<file path="config.mk">
export PLATFORM = sky130hd
export DESIGN_NAME = icl_combiner
export DESIGN_NICKNAME = d
export VERILOG_FILES = /design/src/icl_pkg.sv /design/src/icl_contact.sv /design/src/icl_do_assign.sv /design/src/icl_combiner.sv
export VERILOG_INCLUDE_DIRS = /design/src
export SDC_FILE = /design/constraint.sdc
export NUM_CORES = 1
export LEC_CHECK = 0
export ABC_AREA = 1
export BUFFER_PORTS_ARGS = -buffer_cell sky130_fd_sc_hd__buf_2
export CAP_MARGIN = 5
export CORE_ASPECT_RATIO = 1.1
export CORE_MARGIN = 5
export CORE_UTILIZATION = 35
export CTS_CLUSTER_SIZE = 28
export DETAILED_ROUTE_END_ITERATION = 6
export GPL_TIMING_DRIVEN = 0
export HOLD_SLACK_MARGIN = 0.15
export PLACE_DENSITY = 0.6
export SETUP_SLACK_MARGIN = 0.2
export SLEW_MARGIN = 20
export SYNTH_ARGS = -nofsm -noshare
export SYNTH_HDL_FRONTEND = slang
export SYNTH_HIERARCHICAL = 1
export SYNTH_SLANG_ARGS = --single-unit
</file>
<file path="constraint.sdc">
create_clock -name i_core_clk -period 3.2 [get_ports i_core_clk]
set_clock_uncertainty 0.1 [all_clocks]
set_input_delay 0.8 -clock i_core_clk [delete_from_list [all_inputs] [get_ports i_core_clk]]
set_output_delay 0.8 -clock i_core_clk [all_outputs]
set_load 0.02 [all_outputs]
</file>
<file path="src/icl_defines.svh">
// constants for the internal contact logic combiner
// assumes inclusion by bare name from the package and the design modules
`ifndef ICL_DEFINES_SVH
`define ICL_DEFINES_SVH

`define ICL_SEL_W          6
`define ICL_FUNC_W         3
`define ICL_NUM_CONTACTS   3
`define ICL_NUM_EVENTS     5
`define ICL_NUM_EVT_OUT    3

`define ICL_SEL_OFF        6'h00
`define ICL_SEL_ON         6'h01
`define ICL_SEL_DIG1       6'h02
`define ICL_SEL_DIG2       6'h03
`define ICL_SEL_EVT1       6'h0A
`define ICL_SEL_EVT5       6'h0E
`define ICL_SEL_COMM1      6'h12
`define ICL_SEL_COMM4      6'h15
`define ICL_SEL_MANUAL     6'h16
`define ICL_SEL_READY      6'h17
`define ICL_SEL_ATUNE      6'h19
`define ICL_SEL_RAMP       6'h1A
`define ICL_SEL_ALARM      6'h1C
`define ICL_SEL_PVALARM    6'h1D
`define ICL_SEL_MODEKEY    6'h1F
`define ICL_SEL_EVOUT1     6'h20
`define ICL_SEL_CTLOUT1    6'h21

`define ICL_FUNC_DEFAULT   3'h0
`define ICL_FUNC_AB_OR_CD  3'h1
`define ICL_FUNC_AORB_AND  3'h2
`define ICL_FUNC_ANY       3'h3
`define ICL_FUNC_ALL       3'h4

`define ICL_RST_SEL_A1     6'h02
`define ICL_RST_SEL_A2     6'h03
`define ICL_RST_SEL_A3     6'h04
`define ICL_RST_SEL_BCD    6'h00
`define ICL_RST_INPOL      4'h0
`define ICL_RST_OUTPOL     1'h0
`define ICL_RST_FUNC       3'h0

// default output assignment: event n drives event output n, code 0 means none
`define ICL_ASSIGN_W       3
`define ICL_RST_ASSIGN1    3'h1
`define ICL_RST_ASSIGN2    3'h2
`define ICL_RST_ASSIGN3    3'h3
`endif

</file>
<file path="src/icl_pkg.sv">
// types shared by the internal contact logic combiner files
// assumes icl_defines.svh is reachable by bare name
`include "icl_defines.svh"

package icl_pkg;

	// every source a selector may pick from
	typedef struct packed {
		logic [1:0]                 dig_in;
		logic [`ICL_NUM_EVENTS-1:0] evt;
		logic [3:0]                 comm_in;
		logic                       manual_mode;
		logic                       ready_mode;
		logic                       auto_tuning;
		logic                       setpoint_ramp;
		logic                       any_alarm;
		logic                       process_value_alarm;
		logic                       mode_key;
		logic                       evt_out1;
		logic                       ctl_out1;
	} icl_src_type;

	// one contact's configuration
	typedef struct packed {
		logic [`ICL_FUNC_W-1:0] func;
		logic [`ICL_SEL_W-1:0]  sel_d;
		logic [`ICL_SEL_W-1:0]  sel_c;
		logic [`ICL_SEL_W-1:0]  sel_b;
		logic [`ICL_SEL_W-1:0]  sel_a;
		logic [3:0]             in_pol;
		logic                   out_pol;
	} icl_cfg_type;

	typedef enum logic [1:0] {
		ICL_WR_IDLE  = 2'h0,
		ICL_WR_APPLY = 2'h1
	} icl_wr_state_type;

endpackage

</file>
<file path="src/icl_contact.sv">
// one internal contact: four selectors, polarity, combining function
// assumes sources and configuration are already on the core clock
`timescale 1ns/10ps
`include "icl_defines.svh"

module icl_contact (
	input  wire logic                   i_core_clk,
	input  wire logic                   i_reset,
	input  wire logic                   i_ce,
	input  wire logic [1:0]             i_index,
	input  wire icl_pkg::icl_src_type   i_src,
	input  wire icl_pkg::icl_cfg_type   i_cfg,
	output logic                        o_contact
);

	typedef struct packed {
		logic contact;
	} icl_contact_state_type;

	icl_contact_state_type state_reg;
	icl_contact_state_type state_next;

	function automatic logic pick(input logic [`ICL_SEL_W-1:0] code,
		input icl_pkg::icl_src_type s);
		logic r;
		r = 1'b0;
		case (code)
			`ICL_SEL_OFF:     r = 1'b0;
			`ICL_SEL_ON:      r = 1'b1;
			`ICL_SEL_DIG1:    r = s.dig_in[0];
			`ICL_SEL_DIG2:    r = s.dig_in[1];
			`ICL_SEL_MANUAL:  r = s.manual_mode;
			`ICL_SEL_READY:   r = s.ready_mode;
			`ICL_SEL_ATUNE:   r = s.auto_tuning;
			`ICL_SEL_RAMP:    r = s.setpoint_ramp;
			`ICL_SEL_ALARM:   r = s.any_alarm;
			`ICL_SEL_PVALARM: r = s.process_value_alarm;
			`ICL_SEL_MODEKEY: r = s.mode_key;
			`ICL_SEL_EVOUT1:  r = s.evt_out1;
			`ICL_SEL_CTLOUT1: r = s.ctl_out1;
			default: begin
				// undefined codes read as off
				if (code >= `ICL_SEL_EVT1 && code <= `ICL_SEL_EVT5) begin
					r = s.evt[3'(code - `ICL_SEL_EVT1)];
				end else if (code >= `ICL_SEL_COMM1 && code <= `ICL_SEL_COMM4) begin
					r = s.comm_in[2'(code - `ICL_SEL_COMM1)];
				end
			end
		endcase
		return r;
	endfunction

	logic [3:0] bits;
	logic       comb;

	always_comb begin
		state_next = state_reg;
		bits = {pick(i_cfg.sel_d, i_src), pick(i_cfg.sel_c, i_src),
			pick(i_cfg.sel_b, i_src), pick(i_cfg.sel_a, i_src)} ^ i_cfg.in_pol;
		case (i_cfg.func)
			`ICL_FUNC_AB_OR_CD: comb = (bits[0] & bits[1]) | (bits[2] & bits[3]);
			`ICL_FUNC_AORB_AND: comb = (bits[0] | bits[1]) & (bits[2] | bits[3]);
			`ICL_FUNC_ANY:      comb = |bits;
			`ICL_FUNC_ALL:      comb = &bits;
			default:            comb = 1'b0;
		endcase
		if (i_cfg.func == `ICL_FUNC_DEFAULT) begin
			// default input bypasses both polarities
			case (i_index)
				2'h0:    state_next.contact = i_src.dig_in[0];
				2'h1:    state_next.contact = i_src.dig_in[1];
				default: state_next.contact = 1'b0;
			endcase
		end else begin
			state_next.contact = comb ^ i_cfg.out_pol;
		end
	end

	always_ff @(posedge i_core_clk) begin
		if (i_reset) begin
			state_reg <= '0;
		end else if (i_ce) begin
			state_reg <= state_next;
		end
	end

	assign o_contact = state_reg.contact;

endmodule

</file>
<file path="src/icl_do_assign.sv">
// digital output assignment: routes internal events to event outputs
// assumes events arrive on the core clock
`timescale 1ns/10ps
`include "icl_defines.svh"

module icl_do_assign (
	input  wire logic                                       i_core_clk,
	input  wire logic                                       i_reset,
	input  wire logic                                       i_ce,
	input  wire logic [`ICL_NUM_EVENTS-1:0]                 i_evt,
	input  wire logic [`ICL_NUM_EVT_OUT*`ICL_ASSIGN_W-1:0]  i_assign,
	input  wire logic [`ICL_NUM_EVT_OUT-1:0]                i_fitted,
	output logic      [`ICL_NUM_EVT_OUT-1:0]                o_evt_out
);

	typedef struct packed {
		logic [`ICL_NUM_EVT_OUT-1:0] out;
	} icl_do_state_type;

	icl_do_state_type state_reg;
	icl_do_state_type state_next;

	always_comb begin
		logic [`ICL_ASSIGN_W-1:0] a;
		a = '0;
		state_next = state_reg;
		for (int k = 0; k < `ICL_NUM_EVT_OUT; k++) begin
			a = i_assign[k*`ICL_ASSIGN_W +: `ICL_ASSIGN_W];
			// only path from events to outputs; unfitted outputs stay off
			if (a != '0 && a <= 3'(`ICL_NUM_EVENTS) && i_fitted[k]) begin
				state_next.out[k] = i_evt[3'(a - 3'h1)];
			end else begin
				state_next.out[k] = 1'b0;
			end
		end
	end

	always_ff @(posedge i_core_clk) begin
		if (i_reset) begin
			state_reg <= '0;
		end else if (i_ce) begin
			state_reg <= state_next;
		end
	end

	assign o_evt_out = state_reg.out;

endmodule

</file>
<file path="src/icl_combiner.sv">
// internal contact logic combiner top: configuration store, input sync, contacts, event outputs
// assumes pins are asynchronous, configuration writes come from same-clock logic
//
// Operation
// - each of three contacts has four selectors A to D feeding its combining function.
// - code 0 gives off, 1 on, 2 first digital input, 3 second, 4 to 9 read as off.
// - codes 10 to 14 pick internal events 1 to 5, 15 to 17 read as off.
// - codes 18 to 21 pick comm inputs 1 to 4, 22 manual mode, 23 ready mode, 24 off.
// - 25 auto tuning, 26 setpoint ramp, 28 any alarm, 29 process value alarm, 27 off.
// - 31 mode key, 32 event output 1, 33 control output 1, 30 off.
// - after reset selector A holds 2, 3, 4 for contacts 1 to 3 and the rest hold 0.
// - selectors and input polarity are readable and writable only when function is 1 to 4.
// - a four-bit input polarity, bit 0 for A up to bit 3 for D, 1 inverts, reset 0000.
// - an output polarity inverts the combined result when 1, reset 0.
// - five internal events exist while only zero to three event outputs are fitted.
// - events reach outputs only through the output assignment stage.
// - by default events 1 to 3 drive event outputs 1 to 3; 4 and 5 need assignment.
// - function 1 is AB or CD, 2 is (A or B) and (C or D), 3 any, 4 all.
// - function 0 makes contact 1 follow input 1, contact 2 input 2, contact 3 off.
`timescale 1ns/10ps
`include "icl_defines.svh"

module icl_combiner (
	input  wire logic                                      i_core_clk,
	input  wire logic                                      i_reset,
	input  wire logic                                      i_ce,
	// physical pins, asynchronous
	input  wire logic [1:0]                                i_digital_input_line,
	input  wire logic                                      i_mode_key,
	// same-clock controller state
	input  wire logic [`ICL_NUM_EVENTS-1:0]                i_evt,
	input  wire logic [3:0]                                i_comm_in,
	input  wire logic                                      i_manual_mode,
	input  wire logic                                      i_ready_mode,
	input  wire logic                                      i_auto_tuning,
	input  wire logic                                      i_setpoint_ramp,
	input  wire logic                                      i_any_alarm,
	input  wire logic                                      i_process_value_alarm,
	input  wire logic                                      i_ctl_out1,
	input  wire logic [`ICL_NUM_EVT_OUT-1:0]               i_evt_out_fitted,
	// configuration write port
	input  wire logic                                      i_cfg_wr,
	input  wire logic [1:0]                                i_cfg_contact,
	input  wire icl_pkg::icl_cfg_type                      i_cfg_data,
	input  wire logic                                      i_assign_wr,
	input  wire logic [`ICL_NUM_EVT_OUT*`ICL_ASSIGN_W-1:0] i_assign_data,
	// configuration readback for the selected contact
	output icl_pkg::icl_cfg_type                           o_cfg_view,
	output logic                                           o_cfg_visible,
	output logic [`ICL_NUM_CONTACTS-1:0]                   o_contact,
	output logic [`ICL_NUM_EVT_OUT-1:0]                    o_evt_out
);

	typedef struct packed {
		logic [1:0]                                dig_meta;
		logic [1:0]                                dig_sync;
		logic                                      key_meta;
		logic                                      key_sync;
		icl_pkg::icl_cfg_type                      cfg0;
		icl_pkg::icl_cfg_type                      cfg1;
		icl_pkg::icl_cfg_type                      cfg2;
		logic [`ICL_NUM_EVT_OUT*`ICL_ASSIGN_W-1:0] assign_map;
		icl_pkg::icl_cfg_type                      view;
		logic                                      visible;
	} icl_top_state_type;

	icl_top_state_type state_reg;
	icl_top_state_type state_next;

	function automatic icl_pkg::icl_cfg_type reset_cfg(input logic [`ICL_SEL_W-1:0] sel_a);
		icl_pkg::icl_cfg_type c;
		c.func    = `ICL_RST_FUNC;
		c.sel_a   = sel_a;
		c.sel_b   = `ICL_RST_SEL_BCD;
		c.sel_c   = `ICL_RST_SEL_BCD;
		c.sel_d   = `ICL_RST_SEL_BCD;
		c.in_pol  = `ICL_RST_INPOL;
		c.out_pol = `ICL_RST_OUTPOL;
		return c;
	endfunction

	// selector fields only change when the newly written function is 1 to 4
	function automatic icl_pkg::icl_cfg_type write_cfg(input icl_pkg::icl_cfg_type old_c,
		input icl_pkg::icl_cfg_type new_c);
		icl_pkg::icl_cfg_type c;
		c = old_c;
		c.func    = new_c.func;
		c.out_pol = new_c.out_pol;
		if (new_c.func != `ICL_FUNC_DEFAULT && new_c.func <= `ICL_FUNC_ALL) begin
			c.sel_a  = new_c.sel_a;
			c.sel_b  = new_c.sel_b;
			c.sel_c  = new_c.sel_c;
			c.sel_d  = new_c.sel_d;
			c.in_pol = new_c.in_pol;
		end
		return c;
	endfunction

	function automatic logic shown(input icl_pkg::icl_cfg_type c);
		return c.func != `ICL_FUNC_DEFAULT && c.func <= `ICL_FUNC_ALL;
	endfunction

	icl_pkg::icl_cfg_type sel_cfg;
	icl_pkg::icl_src_type src;
	logic [`ICL_NUM_EVT_OUT-1:0] evt_out_int;

	always_comb begin
		state_next = state_reg;
		state_next.dig_meta = i_digital_input_line;
		state_next.dig_sync = state_reg.dig_meta;
		state_next.key_meta = i_mode_key;
		state_next.key_sync = state_reg.key_meta;
		if (i_cfg_wr) begin
			case (i_cfg_contact)
				2'h0:    state_next.cfg0 = write_cfg(state_reg.cfg0, i_cfg_data);
				2'h1:    state_next.cfg1 = write_cfg(state_reg.cfg1, i_cfg_data);
				2'h2:    state_next.cfg2 = write_cfg(state_reg.cfg2, i_cfg_data);
				default: state_next.cfg0 = state_reg.cfg0;
			endcase
		end
		if (i_assign_wr) begin
			state_next.assign_map = i_assign_data;
		end
		case (i_cfg_contact)
			2'h1:    sel_cfg = state_reg.cfg1;
			2'h2:    sel_cfg = state_reg.cfg2;
			default: sel_cfg = state_reg.cfg0;
		endcase
		// hidden fields read as zero so software cannot see stale selectors
		state_next.visible = shown(sel_cfg);
		state_next.view    = sel_cfg;
		if (!shown(sel_cfg)) begin
			state_next.view.sel_a  = '0;
			state_next.view.sel_b  = '0;
			state_next.view.sel_c  = '0;
			state_next.view.sel_d  = '0;
			state_next.view.in_pol = '0;
		end
		src.dig_in              = state_reg.dig_sync;
		src.evt                 = i_evt;
		src.comm_in             = i_comm_in;
		src.manual_mode         = i_manual_mode;
		src.ready_mode          = i_ready_mode;
		src.auto_tuning         = i_auto_tuning;
		src.setpoint_ramp       = i_setpoint_ramp;
		src.any_alarm           = i_any_alarm;
		src.process_value_alarm = i_process_value_alarm;
		src.mode_key            = state_reg.key_sync;
		src.evt_out1            = evt_out_int[0];
		src.ctl_out1            = i_ctl_out1;
	end

	always_ff @(posedge i_core_clk) begin
		if (i_reset) begin
			state_reg.dig_meta   <= '0;
			state_reg.dig_sync   <= '0;
			state_reg.key_meta   <= 1'b0;
			state_reg.key_sync   <= 1'b0;
			state_reg.cfg0       <= reset_cfg(`ICL_RST_SEL_A1);
			state_reg.cfg1       <= reset_cfg(`ICL_RST_SEL_A2);
			state_reg.cfg2       <= reset_cfg(`ICL_RST_SEL_A3);
			state_reg.assign_map <= {`ICL_RST_ASSIGN3, `ICL_RST_ASSIGN2,
				`ICL_RST_ASSIGN1};
			state_reg.view       <= '0;
			state_reg.visible    <= 1'b0;
		end else if (i_ce) begin
			state_reg <= state_next;
		end
	end

	icl_contact u_contact0 (
		.i_core_clk (i_core_clk),
		.i_reset    (i_reset),
		.i_ce       (i_ce),
		.i_index    (2'h0),
		.i_src      (src),
		.i_cfg      (state_reg.cfg0),
		.o_contact  (o_contact[0])
	);

	icl_contact u_contact1 (
		.i_core_clk (i_core_clk),
		.i_reset    (i_reset),
		.i_ce       (i_ce),
		.i_index    (2'h1),
		.i_src      (src),
		.i_cfg      (state_reg.cfg1),
		.o_contact  (o_contact[1])
	);

	icl_contact u_contact2 (
		.i_core_clk (i_core_clk),
		.i_reset    (i_reset),
		.i_ce       (i_ce),
		.i_index    (2'h2),
		.i_src      (src),
		.i_cfg      (state_reg.cfg2),
		.o_contact  (o_contact[2])
	);

	// event output 1 feeds back as a selector source; it is registered, so no loop
	icl_do_assign u_do_assign (
		.i_core_clk (i_core_clk),
		.i_reset    (i_reset),
		.i_ce       (i_ce),
		.i_evt      (i_evt),
		.i_assign   (state_reg.assign_map),
		.i_fitted   (i_evt_out_fitted),
		.o_evt_out  (evt_out_int)
	);

	assign o_evt_out     = evt_out_int;
	assign o_cfg_view    = state_reg.view;
	assign o_cfg_visible = state_reg.visible;

endmodule

</file>
==> results_dict.tcl, run 1 <==
set metrics [dict create \
    fp.coreArea_um2 36900 \
    floorplan.initialDensity_pct 35.3 \
    timing.critical_path.cells "nand3_1, nand2_1, nand2_1, nand2_1, inv_1, nand2_1, nor2_1, nand3_1, nand3_1, nand2_2, inv_1, nand2_1, nand2_1, nand2_1, nand2_2, nor2_1, nand2_1, nand3_2, a21oi_2" \
    place.port_buffers 108 \
    chipWidth_um 194 \
    synth.top_cells.by_area "sky130_fd_sc_hd__dfxtp_1 (23%), sky130_fd_sc_hd__nand2_1 (18%), sky130_fd_sc_hd__nand3_1 (8.8%), sky130_fd_sc_hd__nor2_1 (8.3%), sky130_fd_sc_hd__inv_1 (7.5%)" \
    yosysWarnings 6 \
    maxSlewViolCount 0 \
    synth.cells.most_frequent "sky130_fd_sc_hd__nand2_1 (621), sky130_fd_sc_hd__nor2_1 (287), sky130_fd_sc_hd__inv_1 (259)" \
    crit_path_start_kind "flip-flop" \
    relative_slew_slack_pct 27.5 \
    ys.flop_type "sky130_fd_sc_hd__dfxtp_1" \
    clkSinkCount 150 \
    mappedNetlistArea_um2 13000 \
    cts_hold_buf 0 \
    drv.max_cap_violation_count 0 \
    layout_min_cycle_time_ns 2.73 \
    gp_congestion 0.956 \
    cts-buffers-inserted 17 \
    grt_antenna_before_repair 0 \
    synth_enable_flop_cells 0 \
    min_delay_path_depth 2 \
    power_density_nw_per_um2 344 \
    worst_r2r_setup_slack_ns 0.47 \
    synth_largest_type_area_fraction_pct 23.0 \
    post_drt_via_cell_ratio 5.28 \
    latest_clock_arrival_within_the_worst_skew_pair_ns 0.44 \
    worst_path_most_repeated_cell "sky130_fd_sc_hd__nand2_1" \
    ys_seq_area_share_pct 23.0 \
    worst-path-stages 19 \
    num_antenna_cells 0 \
    asr_flop_ratio_synth_pct 0 \
    setup_viol_count_final 0 \
    finalSetupTns_ns 0 \
    placed_area_um2 14200 \
    fp.dieArea_um2 41200 \
    first_iter_violations 1676 \
    utilization_pct 40.1 \
    global_route.usage.total_pct 24.5 \
    status "completed" \
    grt_start_max_net_pins 17 \
    syn2layout_area_growth_pct 13.6 \
    firstDrtPassIters 6 \
    postSynthAreaPerCell_um2 5.69 \
    grt_pass1_vias 14315 \
    grt_setup_unrepaired "false" \
    power_leakage_nw 6.74 \
    post-place-ws_ns 0.143 \
    cts_post_setup_buffers_inserted 0 \
    cp.buffers_inverters 2 \
    slowest_delay_ns 1.03 \
    max_slew.worst_pin.slew_ns 1.09 \
    die_height_um 212 \
    clock_path_buffers 2 \
    holdCritPathClass "flip-flop to flip-flop" \
    hpwl_mm 40.6 \
    final.setup.worst_slack_ns 0.472 \
    wire_length_of_the_first_global_routing_pass_mm 79.7 \
    ys_seq_elements 150 \
    report.final.hold_viol_count 0 \
    design.portCount 109 \
    core.rowCount 74 \
    worst_ir_drop_vdd_v 0.000357 \
    largest_register_ff_count 105 \
    achievable-frequency_mhz 367 \
    yosysMostFrequentCell "sky130_fd_sc_hd__nand2_1" \
    cts_root_buffer "sky130_fd_sc_hd__clkbuf_16" \
    postRouteAntennaNets 0 \
    critical_path.endpoint_type "flip-flop" \
    final_non_filler_cell_area_um2 14800 \
    layout_worst_path_cycle_share_pct 85.3 \
    critPathTopFamily "simple AND/OR/NAND/NOR gates" \
    nNetsFinal 2530 \
    critical_path_required_ns 3.42 \
    fraction_of_layout_instances_using_a_drive_strength_above_1_pct 15.5 \
    drc 0 \
    average_detailed_routed_wire_length_per_instance_um 17.9 \
    r2r_depth 19 \
    vias 15490 \
    cts.reportedPaths.clkPinSlew_ns 0.07 \
    crit_path_max_fo 13 \
    postRouteWirelength_mm 52.5 \
    cts_tree "done" \
    overflow 0 \
    cts-htree-levels 4 \
    criticalPathCategory "flip-flop to flip-flop" \
    post_synth_inst_count 2290 \
    post_synth_num_cell_types 42 \
    cp.arrival_ns 2.95 \
    cpMaxStageDelayCell "sky130_fd_sc_hd__dfxtp_1" \
    synth_top_area_cell "sky130_fd_sc_hd__dfxtp_1" \
]
-- placed cells by master (no fill, tap or decap), types with 3 or more instances in the layout --
cell type                    count
sky130_fd_sc_hd__buf_4          42
sky130_fd_sc_hd__o21ai_0       163
sky130_fd_sc_hd__o21ai_2         4
sky130_fd_sc_hd__o31a_1          3
sky130_fd_sc_hd__nand3_1       230
sky130_fd_sc_hd__ha_1           36
sky130_fd_sc_hd__nor2_4          6
sky130_fd_sc_hd__dfxtp_1       149
sky130_fd_sc_hd__o21ai_1        33
sky130_fd_sc_hd__nand4_1        29
sky130_fd_sc_hd__conb_1          9
sky130_fd_sc_hd__buf_2         133
sky130_fd_sc_hd__nand2_4         3
sky130_fd_sc_hd__nand3_2        19
sky130_fd_sc_hd__nand2_1       621
sky130_fd_sc_hd__clkbuf_1       24
sky130_fd_sc_hd__nand2_2        36
sky130_fd_sc_hd__clkinv_1        6
sky130_fd_sc_hd__clkbuf_16      17
sky130_fd_sc_hd__nand3b_1        8
sky130_fd_sc_hd__a21oi_1       148
sky130_fd_sc_hd__nor2_2         41
sky130_fd_sc_hd__nor3_1         27
sky130_fd_sc_hd__nor2_1        287
sky130_fd_sc_hd__o21bai_1        5
sky130_fd_sc_hd__inv_2          41
sky130_fd_sc_hd__a21oi_2        13
sky130_fd_sc_hd__a22oi_1         7
sky130_fd_sc_hd__clkinvlp_4      3
sky130_fd_sc_hd__inv_6           5
sky130_fd_sc_hd__inv_1         259
sky130_fd_sc_hd__o21a_1          3
sky130_fd_sc_hd__o22ai_1         5
-- per-stage QoR --
stage,std cells,power [mW],hold slack [ns]
4_1_cts,2931,5.08,0.366
5_1_grt,2931,5.28,0.382
2_1_floorplan,2297,2.63,0.336
6_report,2931,5.09,0.363
3_5_place_dp,2899,3.02,0.356
3_3_place_gp,2899,3.01,0.357
-- report_power, final --
part	switching, mW	internal [mW]
clock	0.916	1.17
combinational	0.688	0.292
sequential	0.0992	1.92
total	1.70	3.39
-- routing by layer --
metal | vias up | share of wire (%) | global-route usage, %
met4 | 0 | 5.0 | 11.1
met3 | 113 | 7.9 | 4.25
li1 | 7572 | - | -
met5 | - | 0 | 0
met2 | 681 | 43 | 39.0
met1 | 7124 | 44 | 32.8
-- area by class of cell --
type / instances / area [µm²]
flip-flops and latches: 150 / 3000
multi-input cells: 1747 / 8340
fillers: 4096 / 22100
repair buffers: 108 / 541
clock inverters: 14 / 163
clock buffers: 18 / 429
plain buffers: 93 / 567
inverters: 307 / 1150
well taps: 494 / 618
-- timing repair --
action | CTS | global route
gates resized for setup | 0 | 1
endpoints found under the setup margin | 0 | 1
endpoints found under the hold margin | 0 | 0
-- cells by family (layout without fill, tap and decap cells) --
group                      count (synthesis)  count (layout)  synth area share [%]
and+or+nand+nor                         1312            1312                  44.0
xor gates and xnor gates                   1               1                 0.211
DFF                                      150             150                  23.0
other                                      2               9                0.0576
AOI/OAI and AO/OA                        389             389                  16.0
buffers and inverters                    400             540                  13.2
adders and majority gates                 36              36                  3.45
-- worst register-to-register path, cell delays in order (launching register included) --
cell,delay [ns]
sky130_fd_sc_hd__dfxtp_1,1.03
sky130_fd_sc_hd__nand3_1,0.16
sky130_fd_sc_hd__nand2_1,0.12
sky130_fd_sc_hd__nand2_1,0.06
sky130_fd_sc_hd__nand2_1,0.07
sky130_fd_sc_hd__inv_1,0.04
sky130_fd_sc_hd__nand2_1,0.05
sky130_fd_sc_hd__nor2_1,0.04
sky130_fd_sc_hd__nand3_1,0.08
sky130_fd_sc_hd__nand3_1,0.09
sky130_fd_sc_hd__nand2_2,0.19
sky130_fd_sc_hd__inv_1,0.06
sky130_fd_sc_hd__nand2_1,0.06
sky130_fd_sc_hd__nand2_1,0.06
sky130_fd_sc_hd__nand2_1,0.08
sky130_fd_sc_hd__nand2_2,0.06
sky130_fd_sc_hd__nor2_1,0.09
sky130_fd_sc_hd__nand2_1,0.07
sky130_fd_sc_hd__nand3_2,0.07
sky130_fd_sc_hd__a21oi_2,0.05
-- worst paths after layout --
path                                             startpoint                                 to
worst min register to register  o_cfg_view[27]$_SDFFE_PP0P_        o_cfg_view[27]$_SDFFE_PP0P_
worst max register to register         src[18]$_SDFFE_PP0P_  u_contact1/o_contact$_SDFFE_PP0P_
worst min-delay path            o_cfg_view[27]$_SDFFE_PP0P_        o_cfg_view[27]$_SDFFE_PP0P_
worst max-delay path                   src[18]$_SDFFE_PP0P_  u_contact1/o_contact$_SDFFE_PP0P_
No activity file was read; power rests on OpenSTA's default activity.
==> run 2, diff against run 1 <==
--- a/config.mk
+++ b/config.mk
@@ -6,7 +6,6 @@
 export SDC_FILE = /design/constraint.sdc
 export NUM_CORES = 1
 export LEC_CHECK = 0
-export ABC_AREA = 1
 export BUFFER_PORTS_ARGS = -buffer_cell sky130_fd_sc_hd__buf_2
 export CAP_MARGIN = 5
 export CORE_ASPECT_RATIO = 1.1
@@ -16,7 +15,7 @@
 export DETAILED_ROUTE_END_ITERATION = 6
 export GPL_TIMING_DRIVEN = 0
 export HOLD_SLACK_MARGIN = 0.15
-export PLACE_DENSITY = 0.6
+export PLACE_DENSITY = 0.61
 export SETUP_SLACK_MARGIN = 0.2
 export SLEW_MARGIN = 20
 export SYNTH_ARGS = -nofsm -noshare
==> run 2 against run 1 <==
Non-clock buffer count increased by 87. Register-to-register slack worse by 0.35 ns. Critical endpoint unchanged. Die area is 1.7% lower. Sequential cell count did not move. Sequential power barely moved. Maximum frequency is 12% lower. Combinational power grew 4%. Worst setup slack lost 0.36 ns. Critical path depth decreased by 9. Via count is 13% lower. Final area grew 5.6%. Worst hold slack better by 0.0010 ns.
==> results_dict.tcl, run 2 <==
set metrics [dict create \
    status "completed" \
    finalSetupTns_ns 0 \
    criticalPathCategory "primary input to flip-flop" \
    layout_common_cells "sky130_fd_sc_hd__nand2_1 (277), sky130_fd_sc_hd__buf_2 (122), sky130_fd_sc_hd__a21oi_1 (122), sky130_fd_sc_hd__dfxtp_1 (115), sky130_fd_sc_hd__nor2_1 (103)" \
    cts.reportedPaths.clkPinSlew_ns 0.06 \
    cts-htree-levels 4 \
    num_antenna_cells 0 \
    fp.dieArea_um2 40500 \
    whs_ns 0.364 \
    clkSinkCount 150 \
    latest_clock_arrival_within_the_worst_skew_pair_ns 0.43 \
    setup_viol_count_final 0 \
    syn2layout_area_growth_pct 22.2 \
    grt_pass1_vias 12641 \
    report.final.hold_viol_count 0 \
    timing.critical_path.cells "buf_6, and4b_2, o311ai_4, o311ai_4, a2111o_1, o2111ai_4, a21boi_4, a211oi_2, or4b_4, nand3_2" \
    final.setup.worst_slack_ns 0.114 \
    place.port_buffers 108 \
    holdCritPathClass "flip-flop to flip-flop" \
    fraction_of_layout_instances_using_a_drive_strength_above_1_pct 27.4 \
    average_detailed_routed_wire_length_per_instance_um 21.7 \
    asr_flop_ratio_synth_pct 0 \
    ys.flop_type "sky130_fd_sc_hd__dfxtp_1" \
    placed_area_um2 14000 \
    core.rowCount 73 \
    worst_ir_drop_vdd_v 0.000313 \
    ys_seq_elements 150 \
    synth.top_cells.by_area "sky130_fd_sc_hd__dfxtp_1 (23%), sky130_fd_sc_hd__nand2_1 (8.1%), sky130_fd_sc_hd__a21oi_1 (4.9%), sky130_fd_sc_hd__mux2i_1 (4.3%), sky130_fd_sc_hd__ha_1 (3.5%)" \
    gp_congestion 0.954 \
    cp.arrival_ns 3.36 \
    cts_tree "done" \
    post_route_total_power_mw 5.12 \
    worst_r2r_startpoint "state_reg[94]$_SDFFE_PP0P_" \
    postRouteAntennaNets 0 \
    post_synth_num_cell_types 105 \
    cts-buffers-inserted 17 \
    mappedNetlistArea_um2 12800 \
    ys_seq_area_share_pct 23.5 \
    final_non_filler_cell_area_um2 15600 \
    achievable-frequency_mhz 324 \
    final-instance-count-excl-fill 2287 \
    cpMaxStageDelayCell "sky130_fd_sc_hd__or4b_4" \
    layout_worst_path_cycle_share_pct 96.4 \
    yosysWarnings 6 \
    cp.buffers_inverters 1 \
    wire_length_of_the_first_global_routing_pass_mm 73.1 \
    post_synth_inst_count 1627 \
    post_drt_via_cell_ratio 5.86 \
    synth_largest_type_area_fraction_pct 23.5 \
    relative_slew_slack_pct 46.7 \
    dp_cells 2226 \
    min_delay_path_depth 2 \
    die_height_um 211 \
    first_iter_violations 1578 \
    synth_top_area_cell "sky130_fd_sc_hd__dfxtp_1" \
    drv.max_cap_violation_count 0 \
    clock_path_buffers 2 \
    synth.cells.most_frequent "sky130_fd_sc_hd__nand2_1 (277), sky130_fd_sc_hd__dfxtp_1 (150), sky130_fd_sc_hd__a21oi_1 (126)" \
    post-place-ws_ns -0.714 \
    utilization_pct 43.3 \
    largest_register_ff_count 105 \
    r2r_depth 11 \
    yosysMostFrequentCell "sky130_fd_sc_hd__nand2_1" \
    synth_enable_flop_cells 0 \
    fp.coreArea_um2 36200 \
    hpwl_mm 35.6 \
    critical_path.endpoint_type "flip-flop" \
    grt_antenna_before_repair 2 \
    vias 13407 \
    critical_path_required_ns 3.48 \
    crit_path_start_kind "primary input" \
    overflow 0 \
    min_to "u_do_assign/o_evt_out[1]$_SDFFE_PP0P_" \
    timing.hold.worst.start "u_do_assign/o_evt_out[1]$_SDFFE_PP0P_" \
    postRouteWirelength_mm 49.6 \
    slowest_delay_ns 0.50 \
    worst_r2r_endpoint "u_contact1/o_contact$_SDFFE_PP0P_" \
    layout_min_cycle_time_ns 3.09 \
    power_leakage_nw 5.75 \
    max_slew.worst_pin.slew_ns 0.800 \
    nNetsFinal 1894 \
    worst_r2r_setup_slack_ns 0.12 \
    chipWidth_um 192 \
    layout.cells.most_common "sky130_fd_sc_hd__nand2_1" \
    worst_path_most_repeated_cell "sky130_fd_sc_hd__o311ai_4" \
    grt_start_max_net_pins 17 \
    crit_path_max_fo 12 \
    firstDrtPassIters 7 \
    critPathTopFamily "compound AO/OA/AOI/OAI gates" \
    postSynthAreaPerCell_um2 7.87 \
    global_route.usage.total_pct 23.2 \
    grt_setup_unrepaired "true" \
    design.portCount 109 \
    floorplan.initialDensity_pct 35.4 \
    cts_root_buffer "sky130_fd_sc_hd__clkbuf_16" \
    drc 0 \
    power_density_nw_per_um2 327 \
    maxSlewViolCount 0 \
]
[run 2: changes by cell type after synthesis, moves of 53 or more]
cell,before,now
sky130_fd_sc_hd__o21ai_0,163,25
sky130_fd_sc_hd__nand3_1,230,27
sky130_fd_sc_hd__nand2_1,621,277
sky130_fd_sc_hd__inv_1,259,46
sky130_fd_sc_hd__mux2i_1,0,55
sky130_fd_sc_hd__o211ai_1,1,54
sky130_fd_sc_hd__nor2_1,287,103
[run 2: tightest hold or removal path, stage by stage (launching register included)]
cell and delay (ns):
sky130_fd_sc_hd__dfxtp_1 0.31, sky130_fd_sc_hd__nand2_1 0.05, sky130_fd_sc_hd__o31ai_1 0.06
[run 2: repair_timing]
item                       4_1_cts  5_1_grt
hold buffers                     0        0
setup endpoints to repair        3        3
pin swaps                       23       43
setup buffers                   15       14
gates resized for setup         87      132
cloned                           0        1
[run 2: cell families after synthesis]
| logic type | after synthesis | share of synthesized area (%) |
|---|---|---|
| AOI/OAI and AO/OA | 474 | 27.4 |
| xor gates and xnor gates | 4 | 0.626 |
| muxes | 90 | 8.05 |
| and+or+nand+nor | 675 | 28.1 |
| buffers and inverters | 196 | 8.77 |
| other | 2 | 0.0587 |
| DFF | 150 | 23.5 |
| adders and majority gates | 36 | 3.52 |
[run 2: worst max-delay path by stage]
stage / startpoint / endpoint / slack, ns / cells after the start
final: i_process_value_alarm / u_contact1/o_contact$_SDFFE_PP0P_ / 0.11 / 10
after CTS: state_reg[87]$_SDFFE_PP0P_ / u_contact1/o_contact$_SDFFE_PP0P_ / 0.15 / 12
after global placement: i_evt[2] / u_contact0/o_contact$_SDFFE_PP0P_ / -0.67 / 10
after floorplan: state_reg[119]$_SDFFE_PP0P_ / u_contact0/o_contact$_SDFFE_PP0P_ / 0.23 / 12
after global routing: state_reg[81]$_SDFFE_PP0P_ / u_contact1/o_contact$_SDFFE_PP0P_ / 0.07 / 12
after detailed placement: i_evt[4] / u_contact0/o_contact$_SDFFE_PP0P_ / -0.71 / 10
[run 2: metal layers]
| layer | vias to the layer above | track usage (%) | share of wire, % |
|---|---|---|---|
| met5 | - | 0 | 0 |
| met4 | 0 | 13.2 | 6.1 |
| met3 | 175 | 3.10 | 6.5 |
| met2 | 587 | 38.6 | 47 |
| met1 | 6338 | 28.9 | 40 |
| li1 | 6307 | - | - |
[run 2: layout make-up]
class | count | area, µm²
Fill cell | 3634 | 20500
Clock buffer | 20 | 457
Buffer | 150 | 1040
Tap cell | 487 | 609
Inverter | 46 | 176
Sequential cell | 150 | 3070
Timing Repair Buffer | 138 | 838
Clock inverter | 11 | 150
Multi-Input combinational cell | 1285 | 9310
[run 2: power breakdown]
| part | switching (mW) | internal (mW) |
|---|---|---|
| clock | 0.841 | 1.27 |
| sequential | 0.0796 | 1.92 |
| combinational | 0.633 | 0.388 |
